--- src/ide_bus_pkg.sv ---
package ide_bus_pkg;
  // Register map (plain port, byte addresses)
  localparam logic [3:0] ADDR_AUX_CONTROL = 4'h0;
  localparam logic [3:0] ADDR_HIGH_BYTE = 4'h1;
  localparam logic [3:0] ADDR_PORT_SFR = 4'h2;
  localparam logic [3:0] ADDR_STATUS = 4'h3;
  // aux_control_reg fields
  localparam int BIT_WIDE = 0;
  localparam int BIT_STRETCH = 1;
  localparam int BIT_DOUBLE_SPEED = 2;
  localparam logic [7:0] AUX_RESET = 8'h00;
  localparam logic [7:0] HIGH_RESET = 8'h00;
  localparam logic [7:0] SFR_RESET = 8'hff;
  // Timing in CPU clock periods (OSC_PER_CPU_STD and OSC_PER_CPU_X2: oscillator periods per CPU clock)
  localparam int CYCLE_CPU_CLOCKS = 6;
  localparam int STROBE_NORMAL = 3;
  localparam int STROBE_STRETCH = 15;
  localparam int OSC_PER_CPU_STD = 2;
  localparam int OSC_PER_CPU_X2 = 1;
  localparam int ALE_CPU_CLOCKS = 1;
  // Address mode of a move
  localparam logic [1:0] MODE_DPTR = 2'h0;
  localparam logic [1:0] MODE_RI = 2'h1;
endpackage

--- src/cpu_clock_divider.sv ---
`timescale 1ns/1ps
module cpu_clock_divider
  import ide_bus_pkg::*;
(
  input wire logic i_clock,
  input wire logic i_rst,
  input wire logic i_double_speed,
  output logic o_tick
);
  logic [1:0] count;

  // Standard mode takes two oscillator periods per CPU clock, double-speed one
  always_ff @(posedge i_clock) begin
    if (i_rst) begin
      count <= 2'h0;
      o_tick <= 1'b0;
    end else if (i_double_speed || count == 2'(OSC_PER_CPU_STD - 1)) begin
      count <= 2'h0;
      o_tick <= 1'b1;
    end else begin
      count <= count + 2'h1;
      o_tick <= 1'b0;
    end
  end
endmodule

--- src/ide_sixteen_bit_bus_port.sv ---
`timescale 1ns/1ps
// Functional notes
// With wide access enabled every external move is a 16-bit transfer.
// Low port carries low address and data, high port carries high address and data.
// A wide write drives the working byte low and the holding register high.
// A wide read returns the low byte to the core and loads the holding register.
// A wide bus cycle lasts 6 CPU clocks (12 oscillator clocks standard, 6 double speed).
// The stretch bit widens read and write strobes from 3 to 15 CPU clocks.
// An 8-bit indirect move puts the high port register on the high port.
// A pointer move with page access mode puts the high port register on the high port.
// The address latch strobe marks valid address on the low address/data lines.
// The attached disk uses the read strobe as I/O read and the write strobe as I/O write.
// Other disk controls come from an external address latch or from port pins.
// With wide access clear moves are 8-bit and the holding register is untouched.
module ide_sixteen_bit_bus_port
  import ide_bus_pkg::*;
(
  input wire logic i_clock,
  input wire logic i_rst,
  input wire logic [3:0] i_reg_addr,
  input wire logic [7:0] i_reg_wdata,
  input wire logic i_reg_write,
  input wire logic i_reg_read,
  output logic [7:0] o_reg_rdata,
  input wire logic i_move_start,
  input wire logic i_move_is_write,
  input wire logic [1:0] i_move_mode,
  input wire logic i_page_access_mode_bit,
  input wire logic [15:0] i_move_address,
  input wire logic [7:0] i_cpu_working_byte,
  output logic [7:0] o_read_byte,
  output logic o_move_done,
  output logic o_move_busy,
  input wire logic [7:0] i_low_port,
  output logic [7:0] o_low_port,
  output logic o_low_port_oe,
  input wire logic [7:0] i_high_port,
  output logic [7:0] o_high_port,
  output logic o_high_port_oe,
  output logic o_addr_latch,
  output logic o_read_strobe_n,
  output logic o_write_strobe_n
);
  typedef enum logic [1:0] {
    IDLE = 2'b00,
    ADDR = 2'b01,
    STROBE = 2'b10,
    TAIL = 2'b11
  } phase_type;

  phase_type phase;
  logic [7:0] aux_control_reg;
  logic [7:0] high_byte_holding;
  logic [7:0] high_port_sfr;
  logic cpu_tick;
  logic [3:0] count;
  logic wide;
  logic is_write;
  logic sfr_high;
  logic [15:0] address;
  logic [7:0] write_low;
  logic [7:0] write_high;
  logic [3:0] strobe_len;
  logic [3:0] tail_len;
  logic last_tick;
  logic capture;

  // ------------------------------------------------------------
  // CPU clock enable
  // ------------------------------------------------------------
  cpu_clock_divider u_div (
    .i_clock(i_clock),
    .i_rst(i_rst),
    .i_double_speed(aux_control_reg[BIT_DOUBLE_SPEED]),
    .o_tick(cpu_tick)
  );

  // ------------------------------------------------------------
  // Cycle sequencer
  // ------------------------------------------------------------
  // Address, strobe and tail sum to 6 CPU clocks unstretched
  assign strobe_len = aux_control_reg[BIT_STRETCH] ? 4'(STROBE_STRETCH) : 4'(STROBE_NORMAL);
  assign tail_len = 4'(CYCLE_CPU_CLOCKS - STROBE_NORMAL - ALE_CPU_CLOCKS);
  assign last_tick = cpu_tick && count == 4'h1;
  assign capture = phase == STROBE && last_tick && !is_write;

  always_ff @(posedge i_clock) begin
    if (i_rst) begin
      phase <= IDLE;
      count <= 4'h0;
    end else begin
      unique case (phase)
        IDLE: begin
          if (i_move_start) begin
            phase <= ADDR;
            count <= 4'(ALE_CPU_CLOCKS);
          end
        end
        ADDR: begin
          if (last_tick) begin
            phase <= STROBE;
            count <= strobe_len;
          end else if (cpu_tick) begin
            count <= count - 4'h1;
          end
        end
        STROBE: begin
          if (last_tick) begin
            phase <= TAIL;
            count <= tail_len;
          end else if (cpu_tick) begin
            count <= count - 4'h1;
          end
        end
        TAIL: begin
          if (last_tick) begin
            phase <= IDLE;
          end else if (cpu_tick) begin
            count <= count - 4'h1;
          end
        end
      endcase
    end
  end

  // Request is latched so the core may change its lines during the cycle
  always_ff @(posedge i_clock) begin
    if (i_rst) begin
      wide <= 1'b0;
      is_write <= 1'b0;
      sfr_high <= 1'b0;
      address <= 16'h0000;
      write_low <= 8'h00;
      write_high <= 8'h00;
    end else if (phase == IDLE && i_move_start) begin
      wide <= aux_control_reg[BIT_WIDE];
      is_write <= i_move_is_write;
      sfr_high <= (i_move_mode == MODE_RI) || i_page_access_mode_bit;
      address <= i_move_address;
      write_low <= i_cpu_working_byte;
      write_high <= high_byte_holding;
    end
  end

  // ------------------------------------------------------------
  // Pins
  // ------------------------------------------------------------
  always_ff @(posedge i_clock) begin
    if (i_rst) begin
      o_low_port <= 8'h00;
      o_low_port_oe <= 1'b0;
      o_high_port <= 8'h00;
      o_high_port_oe <= 1'b0;
      o_addr_latch <= 1'b0;
      o_read_strobe_n <= 1'b1;
      o_write_strobe_n <= 1'b1;
    end else begin
      o_addr_latch <= phase == ADDR;
      o_read_strobe_n <= !(phase == STROBE && !is_write);
      o_write_strobe_n <= !(phase == STROBE && is_write);
      // Low port: address, then write data or released for read
      o_low_port <= (phase == ADDR) ? address[7:0] : write_low;
      o_low_port_oe <= phase == ADDR || (phase != IDLE && is_write);
      // High port drives data only on a wide write; an 8-bit move holds the address
      if (phase == ADDR || !wide) begin
        o_high_port <= sfr_high ? high_port_sfr : address[15:8];
      end else begin
        o_high_port <= write_high;
      end
      o_high_port_oe <= phase != IDLE && (phase == ADDR || !wide || is_write);
    end
  end

  // ------------------------------------------------------------
  // Core side answer
  // ------------------------------------------------------------
  always_ff @(posedge i_clock) begin
    if (i_rst) begin
      o_read_byte <= 8'h00;
      o_move_done <= 1'b0;
      o_move_busy <= 1'b0;
    end else begin
      o_move_done <= phase == TAIL && last_tick;
      o_move_busy <= phase != IDLE;
      if (capture) begin
        o_read_byte <= i_low_port;
      end
    end
  end

  // ------------------------------------------------------------
  // Registers
  // ------------------------------------------------------------
  always_ff @(posedge i_clock) begin
    if (i_rst) begin
      aux_control_reg <= AUX_RESET;
      high_port_sfr <= SFR_RESET;
    end else if (i_reg_write) begin
      if (i_reg_addr == ADDR_AUX_CONTROL) begin
        aux_control_reg <= {5'h00, i_reg_wdata[2:0]};
      end
      if (i_reg_addr == ADDR_PORT_SFR) begin
        high_port_sfr <= i_reg_wdata;
      end
    end
  end

  // Bus capture wins over a software write in the same cycle
  always_ff @(posedge i_clock) begin
    if (i_rst) begin
      high_byte_holding <= HIGH_RESET;
    end else if (capture && wide) begin
      high_byte_holding <= i_high_port;
    end else if (i_reg_write && i_reg_addr == ADDR_HIGH_BYTE) begin
      high_byte_holding <= i_reg_wdata;
    end
  end

  always_ff @(posedge i_clock) begin
    if (i_rst) begin
      o_reg_rdata <= 8'h00;
    end else if (i_reg_read) begin
      unique case (i_reg_addr)
        ADDR_AUX_CONTROL: o_reg_rdata <= aux_control_reg;
        ADDR_HIGH_BYTE: o_reg_rdata <= high_byte_holding;
        ADDR_PORT_SFR: o_reg_rdata <= high_port_sfr;
        ADDR_STATUS: o_reg_rdata <= {6'h00, wide, phase != IDLE};
        default: o_reg_rdata <= 8'h00;
      endcase
    end else begin
      o_reg_rdata <= 8'h00;
    end
  end
endmodule

--- config.mk ---
export PLATFORM = sky130hd
export DESIGN_NAME = ide_sixteen_bit_bus_port
export DESIGN_NICKNAME = d
export VERILOG_FILES = /design/src/ide_bus_pkg.sv /design/src/cpu_clock_divider.sv /design/src/ide_sixteen_bit_bus_port.sv
export SDC_FILE = /design/constraint.sdc
export NUM_CORES = 1
export LEC_CHECK = 0
export BUFFER_PORTS_ARGS = -buffer_cell sky130_fd_sc_hd__buf_2
export CORE_AREA = 2 2 94 87
export CTS_CLUSTER_SIZE = 24
export DETAILED_ROUTE_END_ITERATION = 7
export DIE_AREA = 0 0 96 89
export MAX_ROUTING_LAYER = met4
export PLACE_DENSITY = 0.92
export SYNTH_ARGS = -nofsm -noshare
export SYNTH_HDL_FRONTEND = slang
export SYNTH_HIERARCHICAL = 1
export SYNTH_SLANG_ARGS = --single-unit
--- constraint.sdc ---
create_clock -name i_clock -period 5.6 [get_ports i_clock]
set_clock_uncertainty 0.2 [all_clocks]
set_input_delay 0.28 -clock i_clock [delete_from_list [all_inputs] [get_ports i_clock]]
set_output_delay 0.28 -clock i_clock [all_outputs]
set_load 0.02 [all_outputs]
Word level (Yosys, flattened, before mapping)
Cells that the tools add are included.
- add/subtract/negate cells: 2
- bitwise gates (word level): 1
- mux-type cells: 19
- equality and inequality tests: 14
- reductions and logical operators: 30
- operators with widths (cell ; number):
    two-way mux 8 bit ; 5
    one-hot mux 8 bit (4 select lines) ; 1
    two-way mux 4 bit ; 6
    one-hot mux 4 bit (4 select lines) ; 1
    logical AND 1 bit ; 11
    inequality test 2 bit (second input constant) ; 5
    equality test 4 x 1 -> 1 bit (second input constant) ; 2
    equality test 4 x 2 -> 1 bit (second input constant) ; 2
    two-way mux 2 bit ; 4
    one-hot mux 2 bit (4 select lines) ; 1
    equality test 2 x 1 -> 1 bit (second input constant) ; 3
    AND reduction 2 bit ; 3
    logical OR 1 bit ; 5
    equality test 2 bit (second input constant) ; 2
    zero test 1 bit ; 4
    zero test 4 bit ; 1
    AND reduction 4 bit ; 1
    nonzero test 2 bit ; 2
    OR reduction 2 bit ; 2
    subtractor 4 x 1 -> 4 bit (second input constant) ; 1
    adder 2 x 1 -> 2 bit (second input constant) ; 1
    zero test 2 bit ; 1
    two-way mux 1 bit ; 1
    inverter 1 bit ; 1
- logic and storage cells: 90
- output and inout port bits: 39
- register bits: 102
- input bits: 61

Logic depth before layout (Yosys ltp)
Gate-level depths: netlist (run 1).
- depth in word-level cells: 6
- mapped depth: 8
- gate-level depth less buffers: 7

By module
The synthesis (run 1) kept the hierarchy.
- modules (own cells, without submodules) (module ; area each (um^2) ; seq. area each (um^2) ; instances ; cells each):
    ide_sixteen_bit_bus_port ; 3942.5 ; 1981.9 ; 1 ; 466
    cpu_clock_divider ; 111.4 ; 60.1 ; 1 ; 8

Worst setup path before layout (run 1)
Ideal clock, no wire load.
- path type: reg2reg
- from: register phase[1]
- to: register count[2] (netlist name)
- stages on the path, launching flop included: 8
- arrival time: 1688 ps
- data required time: 5338 ps
- path buffers: 1
- setup time: 62 ps
- slack: 3650 ps
- clock period less this slack: 1950 ps
- path through: dfxtp_1 -> inv_1 -> ha_1 -> or2_1 -> clkbuf_1 -> or3_4 -> a211o_1 -> nand3_1
- RTL lines (what ; line ; text):
    from (decl) ; ide_sixteen_bit_bus_port.sv:51 ; phase_type phase;
    from (signal assigned) ; ide_sixteen_bit_bus_port.sv:89 ; phase <= IDLE;
    from (signal assigned) ; ide_sixteen_bit_bus_port.sv:95 ; phase <= ADDR;
    from (signal assigned) ; ide_sixteen_bit_bus_port.sv:101 ; phase <= STROBE;

Final worst setup path (run 1)
- from: input i_reg_addr[0]
- to: register high_byte_holding[3]
- longest elaborated chain between the ends: 3
- RTL lines (what ; line ; text):
    from (decl) ; ide_sixteen_bit_bus_port.sv:20 ; input wire logic [3:0] i_reg_addr,
    equality test 4 x 1 -> 1 bit ; ide_sixteen_bit_bus_port.sv:214 ; end else if (i_reg_write && i_reg_addr == ADDR_HIGH_BYTE) begin
    logical AND 1 bit ; ide_sixteen_bit_bus_port.sv:214 ;
    nonzero test 2 bit (no line) ; - ;
    to (signal assigned) ; ide_sixteen_bit_bus_port.sv:213 ; high_byte_holding <= i_high_port;
    to (signal assigned) ; ide_sixteen_bit_bus_port.sv:215 ; high_byte_holding <= i_reg_wdata;
    to (decl) ; ide_sixteen_bit_bus_port.sv:53 ; logic [7:0] high_byte_holding;
Every way passes these cells.
A chain may end at the register's enable or synchronous reset.

==> flow_summary_export.csv, run 1 <==
group,metric,value,unit
layout,largest_register,"address",
timing,maxSlewHeadroom,26.1,%
timing,min_period,2.51,ns
logic_synthesis,synthDistinctLibCells,45,
power,power_density,350,mW/mm^2
clocking,cts_tree,"built",
floorplan,num_io_pins,100,
logic_synthesis,netlist_instances,474,
routing,firstDrtPassIters,5,
timing,finalCritPeriodShare,44.9,%
worst_setup_path,critical_path_class,"primary input to register",
logic_synthesis,yosys_register_bits,102,
worst_setup_path,required,5.62,ns
worst_setup_path,endpoint_kind,"register",
timing,holdWs,0.0228,ns
power,switching_power,0.000613,W
logic_synthesis,synthesis.area,0.00405,mm^2
worst_setup_path,r2r_end,"high_byte_holding[4]",
layout,fin_nets,673,
power,pwr-share-seq,46.8,%
grt,grt_max_degree,94,
clocking,insertion_delay,0.37,ns
logic_synthesis,synthesis.nets,542,
worst_setup_path,arrival,2.54,ns
worst_setup_path,startpoint_type,"primary input",
layout,final_cell_mix,"nand2_1, dfxtp_1, buf_2",
grt,first_global_vias,3541,
layout,drive_gt1_share,20.7,%
power,p_sw_share,33.3,%
power,vdd_drop_max,185,uV
power,p_clk_share,26.7,%
placed_design,port_buffers,99,
logic_synthesis,seq_area_frac_synth,50.4,%
run,maxCapViolCount,0,
worst_setup_path,r2r_cells,4,
timing,setup_slack,3.09,ns
layout,n_antenna_cell,0,
logic_synthesis,synthFlopType,"dfxtp_1",
clocking,post_cts_buffers,0,
routing,dr.first_iter.drc_count,206,
power,p_leak,2.22,nW
floorplan,rows,30,
power,combPwrFrac,26.5,%
timing,grt_setup_unrepaired,"false",
clocking,cts_buffers,9,
timing,final_max_slew_viol_count,0,
logic_synthesis,yosysWarningCount,6,
clocking,cts_buffer_depth,2,
layout,area_delta_synth_final,29.9,%
routing,antenna_left,0,
outcome,outcome,"complete, no violations",
layout,final_common_cell,"nand2_1",
logic_synthesis,synth_edf_count,0,
routing,wl_per_cell,14.3,um
min_path,hold_path_class,"primary input to register",
placed_design,place.gp.congestion,0.890,
grt,grt_overflow_total,0,
timing,hold_viol,0,
worst_setup_path,crit_end,"high_byte_holding[3]",
power,internal-power,0.00123,W
worst_setup_path,startpoint,"i_reg_addr[0]",
grt,grt_pass1_wl,15900,um
placed_design,dp_slack,3.16,ns
routing,vias,3816,
worst_setup_path,reg2reg_from,"phase[1]",
worst_setup_path,crit_path_max_fanout,15,
grt,antenna_found_initial,0,
routing,routed_wl,10100,um
floorplan,die_x,96,um
logic_synthesis,ys_async_sr_fraction,0,%
floorplan,die-area,0.00854,mm^2
timing,tightestPinTransition,1.11,ns
clocking,cts_sinks,102,
logic_synthesis,syn_area_per_cell,8.55,um^2
timing,fin_tns_setup,0,ns
placed_design,hpwlAfterDp,6440,um
clocking,cts_root_buffer,"clkbuf_8",
grt,grtUsageTotal,24.6,%
timing,max_freq,0.398,GHz
placed_design,place_area,0.00455,mm^2
floorplan,core_area,0.00747,mm^2
layout,postLayoutCellArea,0.00527,mm^2
floorplan,die_y,89,um
clocking,cts_htree_levels,3,
routing,viasPerCell,5.41,
floorplan,start_util,54.3,%
worst_setup_path,regToRegSetupSlack,3.13,ns
timing,setup_viol,0,
clocking,path_clk_slew,0.10,ns
routing,drc,0,
layout,largest_register_ffs,16,
## Yosys cell counts, drive strengths merged, types with 2 or more instances
master  number  share of area [%]
ha           7                2.2
nand3       21                2.7
a211o        2               0.43
nor4         3               0.77
a21oi       50                6.2
buf         11                1.5
and2         2               0.31
o21ai        4               0.49
a22oi        5               0.93
dfxtp      102                 50
clkbuf      21                1.9
o41ai        2               0.43
nand3b       9                1.7
nor2        41                3.8
nor2b        7                1.1
nor3         4               0.49
a311oi       8                1.7
inv          8               0.74
mux2i       19                4.7
nor3b        2               0.37
nand2      115                 11
nand2b       3               0.46
a211oi      11                2.0
## area by class of cell
type	count	area, um^2
inverters	8	30.0
multi-input cells	332	1840
repair buffers	152	1020
clock inverters	6	75.1
flip-flops and latches	102	2040
well taps	96	120
fillers	569	2200
clock buffers	10	138
## power by group through the flow
| stage | combinational (W) | sequential, W | clock, W |
|---|---|---|---|
| 6_report | 0.000488 | 0.000863 | 0.000492 |
| 5_1_grt | 0.000540 | 0.000871 | 0.000530 |
| 4_1_cts | 0.000484 | 0.000862 | 0.000496 |
| 3_5_place_dp | 0.000455 | 0.000878 | 0 |
| 3_3_place_gp | 0.000443 | 0.000874 | 0 |
| 2_1_floorplan | 0.000309 | 0.000899 | 0 |
## worst max-delay path, stage by stage
cell and delay, ns:
dlygate4sd3_1 0.54, buf_2 0.19, nor2b_1 0.82, nand2_1 0.43, nand2_1 0.19, a311oi_1 0.10
## logic make-up (layout without fill, tap and decap cells)
kind of cell | after synthesis | in the layout | synth area share [%]
adder cells (fa/ha/maj) | 7 | 7 | 2.16
AND/OR/NAND/NOR | 215 | 215 | 24.2
buffers and inverters | 40 | 176 | 4.14
AO/OA/AOI/OAI | 89 | 89 | 13.7
flip-flops | 102 | 102 | 50.4
multiplexers | 20 | 20 | 5.25
XOR/XNOR | 1 | 1 | 0.216
## per-layer routing
layer	up-vias	global-route usage, %	part of all wire (%)
met3	19	6.83	6.4
met2	148	41.4	50
met5	-	-	0
met1	1770	28.9	41
li1	1879	-	-
met4	0	7.27	1.9
## worst min-delay path by stage
| stage | from | endpoint | slack [ns] | cells past startpoint |
|---|---|---|---|---|
| after detailed placement | u_div/count[0] | u_div/count[0] | 0.23 | 1 |
| after global placement | u_div/count[0] | u_div/count[0] | 0.22 | 1 |
| after floorplan | i_rst | u_div/count[1] | 0.15 | 1 |
| final | i_high_port[3] | high_byte_holding[3] | 0.02 | 3 |
| after global routing | i_high_port[3] | high_byte_holding[3] | 0.0001 | 3 |
| after CTS | i_high_port[3] | high_byte_holding[3] | 0.01 | 3 |
## per-stage QoR
stage / util (%) / instances / total power (W)
global route: 70.5 / 706 / 0.00194
global placement: 61.0 / 640 / 0.00132
floorplan: - / 474 / 0.00121
detailed placement: 61.0 / 640 / 0.00133
CTS: 70.5 / 706 / 0.00184
finish: 70.5 / 706 / 0.00184
## timing repair
| action | in CTS | in global routing |
|---|---|---|
| hold buffers | 50 | 0 |
| resized for setup | 0 | 0 |
| hold endpoints to repair | 53 | 0 |
Power figures use the tool's default switching activity.
==> inputs of run 2 (changes only) <==
CORE_AREA = 2 2 96 88   (was 2 2 94 87)
DIE_AREA = 0 0 98 90   (was 0 0 96 89)
PLACE_DENSITY = 0.9   (was 0.92)
clock period = 2.55 ns   (was 5.6 ns; I/O delays follow)
==> flow_summary_export.csv, run 2 (same netlist as run 1, synthesis figures left out) <==
group,metric,value,unit
worst_setup_path,reg2reg_from,"phase[0]",
power,switching_power,0.00129,W
timing,finalCritPeriodShare,92.9,%
power,pwr-share-seq,47.2,%
layout,n_antenna_cell,0,
clocking,cts_buffers,9,
floorplan,rows,31,
worst_setup_path,arrival,2.40,ns
grt,first_global_vias,3650,
clocking,cts_tree,"built",
routing,drc,0,
grt,antenna_found_initial,0,
routing,routed_wl,10100,um
layout,area_delta_synth_final,31.5,%
min_path,hold_start,"i_rst",
timing,hold_viol,0,
floorplan,num_io_pins,100,
timing,grt_setup_unrepaired,"false",
layout,final_common_cell,"nand2_1",
power,internal-power,0.00271,W
grt,grt_overflow_total,0,
power,p_leak,2.25,nW
clocking,cts_buffer_depth,2,
timing,maxSlewHeadroom,56.5,%
clocking,cts_htree_levels,3,
min_path,hold_path_class,"primary input to register",
worst_setup_path,r2r_cells,8,
timing,holdWs,0.0268,ns
routing,viasPerCell,5.37,
floorplan,start_util,51.5,%
routing,vias,3859,
run,maxCapViolCount,0,
grt,grt_pass1_wl,16600,um
power,p_sw_share,32.3,%
floorplan,core_area,0.00787,mm^2
clocking,insertion_delay,0.36,ns
worst_setup_path,critical_path_class,"register to register",
power,p_total,0.00400,W
layout,fin_nets,682,
clocking,path_clk_slew,0.09,ns
layout,final_cell_mix,"nand2_1, dfxtp_1, buf_2",
floorplan,die_y,90,um
floorplan,die-area,0.00882,mm^2
worst_setup_path,regToRegSetupSlack,0.18,ns
worst_setup_path,crit_path_max_fanout,36,
grt,grtUsageTotal,23.5,%
layout,largest_register_ffs,16,
layout,largest_register,"address",
clocking,cts_sinks,102,
timing,max_freq,0.422,GHz
placed_design,place.gp.congestion,0.845,
power,combPwrFrac,28.3,%
outcome,outcome,"complete, no violations",
timing,min_period,2.37,ns
routing,dr.first_iter.drc_count,248,
worst_setup_path,required,2.58,ns
routing,antenna_left,0,
clocking,cts_root_buffer,"clkbuf_8",
routing,wl_per_cell,14.1,um
placed_design,port_buffers,99,
clocking,post_cts_buffers,0,
placed_design,hpwlAfterDp,6600,um
worst_setup_path,startpoint_type,"register",
placed_design,place_area,0.00460,mm^2
timing,final_max_slew_viol_count,0,
min_path,whs_path_depth,2,
layout,postLayoutCellArea,0.00533,mm^2
floorplan,die_x,98,um
power,vdd_drop_max,378,uV
power,p_clk_share,24.5,%
worst_setup_path,r2r_end,"sfr_high",
timing,setup_viol,0,
worst_setup_path,endpoint_kind,"register",
layout,drive_gt1_share,20.8,%
min_path,hold_end,"o_low_port_oe",
timing,fin_tns_setup,0,ns
power,power_density,750,mW/mm^2
grt,grt_max_degree,63,
routing,firstDrtPassIters,4,
layout,utilization,67.7,%
timing,tightestPinTransition,0.652,ns
[run 2: cell type report]
cell class,count,area (um^2)
Sequential cell,102,2040
Fill cell,626,2540
Timing Repair Buffer,161,1100
Tap cell,99,124
Multi-Input combinational cell,332,1850
Inverter,8,30.0
Clock inverter,4,47.5
Clock buffer,12,135
[run 2: what timing repair did]
action | CTS | global route
hold buffers | 54 | 0
hold endpoints to repair | 61 | 0
setup endpoints to repair | 0 | 1
gates resized for setup | 0 | 3
[run 2: critical path: stages (launching register included)]
cell and delay, ns:
dfxtp_1 0.35, inv_1 0.12, ha_2 0.26, and2_1 0.17, buf_8 0.23, o21ai_0 0.14, o22ai_1 0.14, dlygate4sd3_1 0.57
nor2_1 0.04
[run 2: worst max-delay path by stage]
stage                   from              endpoint  cells past startpoint
finish              phase[0]              sfr_high                      8
global route        phase[1]              sfr_high                      8
CTS                 phase[1]              sfr_high                      8
detailed placement  count[0]  high_byte_holding[4]                      4
global placement    count[0]  high_byte_holding[5]                      5
floorplan           phase[1]              count[2]                      7
[run 2: through the flow]
stage / instances / setup WS (ns)
final: 718 / 0.181
after global routing: 718 / 0.0531
after CTS: 718 / 0.0439
after detailed placement: 648 / 0.310
after global placement: 648 / 0.416
after floorplan: 474 / 0.600
[run 2: per-layer routing]
metal  part of all wire (%)  track usage, %  vias to the layer above
met5                      0               -                        -
met4                    3.0            10.9                        0
met3                    5.3            4.82                       31
met2                     49            38.8                      124
met1                     42            27.5                     1807
li1                       -               -                     1897
[run 2: power by group through the flow]
stage | registers [W] | logic (W) | clock network [W]
after floorplan | 0.00197 | 0.000678 | 0
after global placement | 0.00191 | 0.00100 | 0
after detailed placement | 0.00192 | 0.00103 | 0
after CTS | 0.00189 | 0.00111 | 0.000995
after global routing | 0.00191 | 0.00124 | 0.00106
final | 0.00189 | 0.00113 | 0.000979
==> inputs of run 3 (changes only) <==
clock period = 2.5 ns   (was 2.55 ns; I/O delays follow)
==> flow_summary_export.csv, run 3 (same netlist as run 1, synthesis figures left out) <==
group,metric,value,unit
outcome,outcome,"complete, no violations",
clocking,cts_htree_levels,3,
clocking,cts_sinks,102,
clocking,cts_tree,"built",
timing,finalCritPeriodShare,88.4,%
placed_design,hpwlAfterDp,6880,um
timing,holdWs,0.0280,ns
grt,grt_max_degree,47,
timing,maxSlewHeadroom,63.5,%
power,p_leak,2.29,nW
routing,dr.first_iter.drc_count,207,
layout,final_cell_mix,"nand2_1, dfxtp_1, buf_2",
clocking,cts_root_buffer,"clkbuf_8",
layout,largest_register,"address",
worst_setup_path,endpoint_kind,"register",
routing,routed_wl,10200,um
layout,area_delta_synth_final,33.3,%
power,p_sw_share,31.9,%
worst_setup_path,crit_path_max_fanout,8,
power,switching_power,0.00135,W
timing,grt_setup_unrepaired,"false",
worst_setup_path,arrival,2.30,ns
timing,hold_viol,0,
floorplan,die_x,98,um
routing,wl_per_cell,14.2,um
clocking,cts_buffers,9,
clocking,path_clk_slew,0.10,ns
power,internal-power,0.00289,W
grt,first_global_vias,3811,
routing,firstDrtPassIters,4,
clocking,cts_buffer_depth,2,
timing,final_max_slew_viol_count,0,
routing,vias,3907,
power,p_clk_share,27.5,%
routing,viasPerCell,5.40,
floorplan,die-area,0.00882,mm^2
clocking,insertion_delay,0.36,ns
timing,max_freq,0.453,GHz
placed_design,place_area,0.00463,mm^2
worst_setup_path,required,2.59,ns
power,p_total,0.00425,W
routing,antenna_left,0,
layout,postLayoutCellArea,0.00541,mm^2
grt,grtUsageTotal,24.0,%
floorplan,core_area,0.00787,mm^2
floorplan,rows,31,
timing,tightestPinTransition,0.547,ns
placed_design,place.gp.congestion,0.834,
placed_design,port_buffers,99,
layout,largest_register_ffs,16,
layout,drive_gt1_share,21.8,%
layout,fin_nets,687,
grt,grt_pass1_wl,17000,um
layout,final_common_cell,"nand2_1",
worst_setup_path,critical_path_class,"primary input to register",
routing,drc,0,
layout,n_antenna_cell,0,
grt,antenna_found_initial,0,
floorplan,start_util,51.5,%
run,maxCapViolCount,0,
floorplan,die_y,90,um
min_path,hold_path_class,"primary input to register",
worst_setup_path,startpoint_type,"primary input",
timing,setup_viol,0,
power,vdd_drop_max,401,uV
power,combPwrFrac,27.2,%
timing,fin_tns_setup,0,ns
timing,min_period,2.21,ns
power,power_density,786,mW/mm^2
grt,grt_overflow_total,0,
floorplan,num_io_pins,100,
power,pwr-share-seq,45.3,%
run 3: timing repair:
action | in CTS | in global routing
setup buffers | 0 | 0
setup endpoints to repair | 0 | 1
gates resized for setup | 0 | 1
hold buffers | 55 | 0
endpoints found under the hold margin | 61 | 0
run 3: metal layers:
layer | up-vias | part of all wire, % | track usage, %
met5 | - | 0 | -
met4 | 0 | 2.8 | 9.61
met3 | 28 | 5.4 | 4.35
met2 | 151 | 51 | 41.3
met1 | 1821 | 41 | 27.5
li1 | 1907 | - | -
run 3: cell type report:
cell class | count | area [um^2]
sequential | 102 | 2040
tap | 99 | 124
clock buffer | 10 | 138
clock inverter | 6 | 91.3
fill | 630 | 2470
multi-input combinational | 332 | 1840
timing repair buffer | 166 | 1140
inverter | 8 | 30.0
run 3: worst paths after layout:
| kind | from | endpoint | slack (ns) | cells past startpoint |
|---|---|---|---|---|
| worst min register to register | u_div/count[0] | u_div/count[0] | 0.24 | 1 |
| worst min-delay path | i_reg_addr[1] | aux_control_reg[2] | 0.03 | 4 |
| worst max register to register | phase[0] | address[5] | 0.39 | 6 |
| worst max-delay path | i_reg_addr[2] | o_reg_rdata[0] | 0.29 | 5 |
run 3: critical path, cell delays in order:
cell and delay, ns:
dlygate4sd3_1 0.53, buf_2 0.13, or4b_2 0.62, dlygate4sd3_1 0.70
a211oi_1 0.19
run 3: per-stage QoR:
step                utilization, %  cells  worst slack [ns]
floorplan                        -    474             0.550
global placement              58.7    652             0.381
CTS                           68.6    723             0.230
finish                        68.6    723             0.290
detailed placement            58.7    652             0.230
global route                  68.6    723             0.171
run 3: power by group through the flow:
stage	registers, W	logic [W]	clock network (W)
6_report	0.00192	0.00115	0.00117
3_5_place_dp	0.00196	0.00107	0
2_1_floorplan	0.00201	0.000692	0
4_1_cts	0.00192	0.00115	0.00117
5_1_grt	0.00195	0.00128	0.00124
3_3_place_gp	0.00195	0.00105	0
